## src/logic/tks_pkg.sv

```systemverilog
// Constants and types for the token semaphore port controller
package tks_pkg;
    localparam int DATA_W      = 36;
    localparam int IDX_W       = 3;
    localparam int FLAG_CNT    = 8;
    localparam int ADDR_W      = 17;
    // Cycle counts of the pin sequence at 40 MHz
    localparam int SETUP_NS    = 10;
    localparam int PULSE_NS    = 50;
    localparam int CLK_NS      = 25;
    localparam int SETUP_CYC   = (SETUP_NS + CLK_NS - 1) / CLK_NS;
    localparam int PULSE_CYC   = (PULSE_NS + CLK_NS - 1) / CLK_NS;
    localparam int SYNC_CYC    = 2;
    localparam int READ_CYC    = PULSE_CYC + SYNC_CYC;
    localparam logic [3:0] CNT_RST = 4'h0;
    localparam logic [1:0] OP_WRITE   = 2'h0;
    localparam logic [1:0] OP_READ    = 2'h1;
    localparam logic [1:0] OP_ACQUIRE = 2'h2;
    localparam logic [1:0] OP_INIT    = 2'h3;

    typedef enum logic [5:0] {
        ST_IDLE  = 6'h01,
        ST_SETUP = 6'h02,
        ST_PULSE = 6'h04,
        ST_GAP   = 6'h08,
        ST_READ  = 6'h10,
        ST_DONE  = 6'h20
    } tks_state_t;
endpackage

```

## src/logic/tks_host.sv

```systemverilog
// Controller driving the semaphore side of one dual-port RAM port
`timescale 1ns/1ps
// What this block does
// - Select semaphore space with select low; index on three low lines.
// - Poll reads must drop select or output enable in between.
// - Acquire by writing zero then reading back; one means failure.
// - After failure, re-read or write one to withdraw.
// - Startup writes one to every semaphore from both sides; this block writes only its own side, and only on the init command.
// - Hold RAM chip select high while semaphore select is low.
module tks_host (
    input  wire logic                          clk,
    input  wire logic                          rst,
    input  wire logic                          cmd_valid,
    output logic                               cmd_ready,
    input  wire logic [1:0]                    cmd_op,
    input  wire logic [tks_pkg::IDX_W-1:0]     cmd_index,
    input  wire logic                          cmd_value,
    output logic                               rsp_valid,
    output logic                               rsp_flag,
    output logic                               rsp_granted,
    output logic                               chip_select_n,
    output logic                               token_space_select_n,
    output logic                               write_n,
    output logic                               output_enable_n,
    output logic                               byte_lane_enable_n,
    output logic [tks_pkg::ADDR_W-1:0]         addr,
    output logic [tks_pkg::DATA_W-1:0]         data_out,
    output logic                               data_oe,
    input  wire logic [tks_pkg::DATA_W-1:0]    data_in
);
    typedef struct packed {
        tks_pkg::tks_state_t         st;
        logic [3:0]                  cnt;
        logic [1:0]                  op;
        logic [tks_pkg::IDX_W-1:0]   idx;
        logic                        val;
        logic                        sel_n;
        logic                        we_n;
        logic                        oe_n;
        logic                        drv;
        logic                        rsp_v;
        logic                        flag;
        logic                        grant;
        logic [tks_pkg::DATA_W-1:0]  din_s1;
        logic [tks_pkg::DATA_W-1:0]  din_s2;
    } tks_regs_t;

    tks_regs_t s_r;
    tks_regs_t s_nxt;

    // Flag is read as one only if every data line reads one
    function automatic logic tks_flag_of(input logic [tks_pkg::DATA_W-1:0] d);
        tks_flag_of = &d;
    endfunction

    // Acquire follows its write with a read-back of the same flag
    function automatic logic tks_is_acquire(input logic [1:0] op);
        tks_is_acquire = (op == tks_pkg::OP_ACQUIRE);
    endfunction

    // Init stops after the last flag index
    function automatic logic tks_is_last(input logic [tks_pkg::IDX_W-1:0] i);
        tks_is_last = (i == 3'(tks_pkg::FLAG_CNT - 1));
    endfunction

    // Next value of every register
    always_comb begin
        s_nxt        = s_r;
        s_nxt.rsp_v  = 1'b0;
        // Two flip-flops on the pin data before any logic reads it
        s_nxt.din_s1 = data_in;
        s_nxt.din_s2 = s_r.din_s1;
        unique case (s_r.st)
            // Every command opens with the semaphore space selected
            tks_pkg::ST_IDLE: begin
                if (cmd_valid) begin
                    s_nxt.op    = cmd_op;
                    s_nxt.idx   = cmd_index;
                    s_nxt.val   = cmd_value;
                    s_nxt.sel_n = 1'b0;
                    s_nxt.drv   = 1'b1;
                    s_nxt.cnt   = tks_pkg::CNT_RST;
                    s_nxt.st    = tks_pkg::ST_SETUP;
                    unique case (cmd_op)
                        tks_pkg::OP_WRITE: begin
                            s_nxt.val = cmd_value;
                        end
                        tks_pkg::OP_READ: begin
                            s_nxt.drv = 1'b0;
                            s_nxt.st  = tks_pkg::ST_READ;
                        end
                        tks_pkg::OP_ACQUIRE: begin
                            s_nxt.val = 1'b0;
                        end
                        tks_pkg::OP_INIT: begin
                            s_nxt.idx = '0;
                            s_nxt.val = 1'b1;
                        end
                    endcase
                end
            end

            // Address and data settle before the strobe falls
            tks_pkg::ST_SETUP: begin
                s_nxt.cnt = s_r.cnt + 4'h1;
                if (s_r.cnt == 4'(tks_pkg::SETUP_CYC - 1)) begin
                    s_nxt.we_n = 1'b0;
                    s_nxt.cnt  = tks_pkg::CNT_RST;
                    s_nxt.st   = tks_pkg::ST_PULSE;
                end
            end

            // Write strobe held low for the pulse width
            tks_pkg::ST_PULSE: begin
                s_nxt.cnt = s_r.cnt + 4'h1;
                if (s_r.cnt == 4'(tks_pkg::PULSE_CYC - 1)) begin
                    s_nxt.we_n  = 1'b1;
                    s_nxt.sel_n = 1'b1;
                    s_nxt.cnt   = tks_pkg::CNT_RST;
                    s_nxt.st    = tks_pkg::ST_GAP;
                end
            end

            // Data bus released unless init moves to its next flag; acquire turns round into a read
            tks_pkg::ST_GAP: begin
                s_nxt.drv = 1'b0;
                s_nxt.st  = tks_pkg::ST_DONE;
                if (tks_is_acquire(s_r.op)) begin
                    s_nxt.sel_n = 1'b0;
                    s_nxt.st    = tks_pkg::ST_READ;
                end else if (s_r.op == tks_pkg::OP_INIT &&
                             !tks_is_last(s_r.idx)) begin
                    s_nxt.idx   = s_r.idx + 3'h1;
                    s_nxt.sel_n = 1'b0;
                    s_nxt.drv   = 1'b1;
                    s_nxt.st    = tks_pkg::ST_SETUP;
                end
            end

            // Output latch captures on the falling output enable
            tks_pkg::ST_READ: begin
                s_nxt.oe_n = 1'b0;
                s_nxt.cnt  = s_r.cnt + 4'h1;
                // Extra cycles cover the input synchroniser
                if (s_r.cnt == 4'(tks_pkg::READ_CYC)) begin
                    s_nxt.flag  = tks_flag_of(s_r.din_s2);
                    s_nxt.grant = ~tks_flag_of(s_r.din_s2);
                    s_nxt.oe_n  = 1'b1;
                    s_nxt.sel_n = 1'b1;
                    s_nxt.cnt   = tks_pkg::CNT_RST;
                    s_nxt.st    = tks_pkg::ST_DONE;
                end
            end

            // A lost acquire takes its request back before answering
            tks_pkg::ST_DONE: begin
                if (tks_is_acquire(s_r.op) && !s_r.grant) begin
                    s_nxt.op    = tks_pkg::OP_WRITE;
                    s_nxt.val   = 1'b1;
                    s_nxt.sel_n = 1'b0;
                    s_nxt.drv   = 1'b1;
                    s_nxt.cnt   = tks_pkg::CNT_RST;
                    s_nxt.st    = tks_pkg::ST_SETUP;
                end else begin
                    s_nxt.rsp_v = 1'b1;
                    s_nxt.st    = tks_pkg::ST_IDLE;
                end
            end

            default: begin
                s_nxt.st = tks_pkg::ST_IDLE;
            end
        endcase
    end

    // All state registered here, reset synchronously
    always_ff @(posedge clk) begin
        if (rst) begin
            s_r       <= '0;
            s_r.st    <= tks_pkg::ST_IDLE;
            s_r.sel_n <= 1'b1;
            s_r.we_n  <= 1'b1;
            s_r.oe_n  <= 1'b1;
        end else begin
            s_r <= s_nxt;
        end
    end

    // Pins and answers come from registers, except chip select tied high and upper address and data lines tied low
    assign cmd_ready            = (s_r.st == tks_pkg::ST_IDLE);
    assign rsp_valid            = s_r.rsp_v;
    assign rsp_flag             = s_r.flag;
    assign rsp_granted          = s_r.grant;
    assign chip_select_n        = 1'b1;
    assign token_space_select_n = s_r.sel_n;
    assign write_n              = s_r.we_n;
    assign output_enable_n      = s_r.oe_n;
    assign byte_lane_enable_n   = s_r.sel_n;
    assign addr                 = {{(tks_pkg::ADDR_W-tks_pkg::IDX_W){1'b0}},
                                   s_r.idx};
    // Only the lowest data line carries the written value
    assign data_out[0]          = s_r.val;
    for (genvar g = 1; g < tks_pkg::DATA_W; g++) begin : g_dout_zero
        assign data_out[g] = 1'b0;
    end
    assign data_oe              = s_r.drv;
endmodule

```

## config.mk

```make
export PLATFORM = sky130hd
export DESIGN_NAME = tks_host
export DESIGN_NICKNAME = d
export VERILOG_FILES = /design/src/logic/tks_pkg.sv /design/src/logic/tks_host.sv
export SDC_FILE = /design/constraint.sdc
export NUM_CORES = 1
export LEC_CHECK = 0
export ABC_AREA = 1
export CAP_MARGIN = 20
export CORE_MARGIN = 1.5
export CORE_UTILIZATION = 40
export CTS_BUF_LIST = sky130_fd_sc_hd__clkbuf_4
export DETAILED_ROUTE_END_ITERATION = 10
export DONT_BUFFER_PORTS = 1
export HOLD_SLACK_MARGIN = 0.15
export PLACE_DENSITY = 0.61
export SYNTH_ARGS = -nofsm -noshare
export SYNTH_HDL_FRONTEND = slang
export SYNTH_SLANG_ARGS = --single-unit
```

## constraint.sdc

```tcl
create_clock -name clk -period 1.7 [get_ports clk]
set_clock_uncertainty 0.1 [all_clocks]
set_input_delay 0.255 -clock clk [delete_from_list [all_inputs] [get_ports clk]]
set_output_delay 0.255 -clock clk [all_outputs]
set_load 0.03 [all_outputs]
```

==> flow_summary.toml <==
[routing]
vias = 2939
drc_errors = 0
first_iter_violations = 71
routedWlPerCell_um = 10.7
finalWirelength_um = 7540
vias_per_cell = 4.16
firstDrtPassIters = 5
ant_nets = 0

[floorplanning]
start_util = 0.419
rows = 35
coreArea_um2 = 9370
die_area_um2 = 10400
pin_count = 108
die_h_um = 102
fp.dieW_um = 102

[final_layout]
multiInputGateArea_um2 = 1450
area_growth_pct = 22.5
final_util = 0.513
fill_cells = 904
insertedDiodeCount = 0
layout_common_cells = "inv_1 (101), nor2_1 (99), dfxtp_1 (89)"
seq_area_um2 = 1910
design_area_um2 = 4810
final_common_cell = "inv_1"
final_layout_size_suffix_gt1_frac = 0.128
nets = 623

[timing]
fmax_ghz = 0.591
fin_crit_sh = 0.996
min_period_ns = 1.69
max_slew.worst_pin.slew_ns = 0.643
setup_viol = 0
report.final.slew_viol_count = 0
slew_headroom = 0.571
hold_viol = 0
holdWs_ns = 0.193

[grt]
grt_pass1_wl_um = 12100
antenna_found_initial = 0
grt-ovfl-total = 0
grt_use_total = 0.148
grt_max_degree = 69
grt_pass1_vias = 2769

[critical_path]
cp-start-kind = "input port"
crit_type = "input port to register"
critPathMaxFanout = 4
required_ns = 1.97
crit_path_end_kind = "register"
rr_startpoint = "addr[0]$_SDFFE_PP0P_"
critPathLaunch = "cmd_op[1]"
cp.arrival_ns = 1.96

[place]
placed_cell_area_um2 = 3850
detailed_place_hpwl_um = 4390
gp_congestion = 0.862
io_buffers = 0

[synthesis]
seq_area_frac_synth = 0.484
ys_ff_latch = 95
synth_top_family_by_area = "simple AND/OR/NAND/NOR gates"
yosys_warnings = 0
synthXorXnorAreaFrac = 0.00223
synthesis.area_um2 = 3930
postSynthAreaPerCell_um2 = 7.84
syn_inst = 501
synth_fa_ha_area_frac = 0.0159
synthMuxAreaShare = 0
synth-compound-area-share = 0.0405
yosys.cell_types.count = 29
synth-simple-area-share = 0.240

[power_and_ir_drop]
p_leak_nw = 2.30
ir_drop_mv = 0.549
report.power.total_w = 0.00478
power_density_nw_per_um2 = 994

[run_status]
outcome = "complete, no violations"

[flow_run]
drv_cap = 0

[clock_network]
clockRootBuffer = "clkbuf_4"
path_clk_slew_ns = 0.15
clock_latency_ns = 0.44
clock_path_buffers = 2
numCtsBuffers = 9
cts.sinks = 95
cts-htree-levels = 3
cts_tree = "done"

[worst_hold_path]
hp-class = "input port to register"
min-delay-start = "cmd_op[0]"
==> stage by stage <==
| stage | setup TNS [ns] | cells | worst slack, ns |
|---|---|---|---|
| global placement | 0 | 617 | 0.146 |
| finish | 0 | 706 | 0.00764 |
| CTS | 0 | 698 | 0.000742 |
| detailed placement | 0 | 617 | 0.0435 |
| floorplan | 0 | 549 | 0.212 |
| global route | -0.0429 | 706 | -0.0142 |
==> cells in the mapped netlist <==
library cell | n | area share
nand2_4 | 1 | 0.0029
a21oi_1 | 13 | 0.017
o22ai_1 | 1 | 0.0016
nand4_1 | 12 | 0.019
inv_2 | 3 | 0.0029
inv_1 | 102 | 0.098
nand2_2 | 5 | 0.0080
buf_1 | 4 | 0.0038
nor2_1 | 101 | 0.097
conb_1 | 2 | 0.0019
dfxtp_1 | 95 | 0.48
o21ai_0 | 6 | 0.0076
o21ai_2 | 1 | 0.0022
nand3_1 | 16 | 0.020
buf_2 | 1 | 0.0013
nor2_4 | 4 | 0.011
buf_4 | 55 | 0.11
nand3_2 | 5 | 0.013
a21oi_2 | 3 | 0.0067
xor2_1 | 1 | 0.0022
o211ai_1 | 1 | 0.0019
nor3_1 | 1 | 0.0013
nand2_1 | 49 | 0.047
nand4_4 | 1 | 0.0054
clkbuf_1 | 5 | 0.0048
nor2_2 | 3 | 0.0048
ha_1 | 5 | 0.016
o21ai_1 | 3 | 0.0038
nor2_8 | 2 | 0.010
==> per-layer routing <==
metal | up-vias | share of wire | track usage
li1 | 1520 | - | -
met1 | 1332 | 0.40 | 0.171
met2 | 83 | 0.52 | 0.265
met3 | 4 | 0.070 | 0.0492
met4 | 0 | 0.0049 | 0.0316
met5 | - | 0 | 0
==> critical path: stages <==
cell and delay [ns]:
dlygate4sd3_1 0.57, nand2_2 0.10, nand2_1 0.06, dlygate4sd3_1 0.55, o21ai_0 0.18, o21ai_1 0.10, a21oi_1 0.15
==> sequential cells by signal, indices dropped and copies added, names as in the netlist <==
name and count:
rsp_flag 1, output_enable_n 1, byte_lane_enable_n 1, addr 3, write_n 1, s_r 48
data_oe 1, rsp_granted 1, rsp_valid 1, s_nxt 36, data_out 1
==> cell families after synthesis <==
kind of cell	Yosys count
AO/OA/AOI/OAI	28
adder cells (fa/ha/maj)	5
other	2
flip-flops	95
buffers and inverters	170
AND/OR/NAND/NOR	200
XOR/XNOR	1
==> cell type report <==
class,instances,area share
clock buffers,9,0.0140
clock inverters,6,0.0112
inverters,105,0.0830
multi-input cells,285,0.302
flip-flops and latches,95,0.397
well taps,129,0.0336
repair buffers,77,0.159
==> power by group <==
part           leakage, nW  switching [W]  internal (W)  total (W)
logic                 1.45       0.000726      0.000406    0.00113
registers            0.786       0.000157       0.00239    0.00255
clock network       0.0585       0.000784      0.000318    0.00110
total                 2.30        0.00167       0.00311    0.00478
==> timing repair <==
item                                    4_1_cts  5_1_grt
gates cloned                                  0        1
endpoints found under the setup margin        1       11
pin swaps                                     2        5
hold endpoints to repair                     95        0
setup buffers                                 1        7
gates resized for setup                       4       26
hold buffers                                 65        0
==> worst paths after layout <==
path	cells past startpoint	slack [ns]	end
hold / removal	3	0.19	s_r[83]$_SDFFE_PP0P_
setup reg to reg	9	0.07	addr[2]$_SDFFE_PP0P_
setup / recovery	7	0.008	addr[2]$_SDFFE_PP0P_
hold reg to reg	2	0.30	s_r[33]$_SDFF_PP0_
Power figures use the tool's default switching activity.
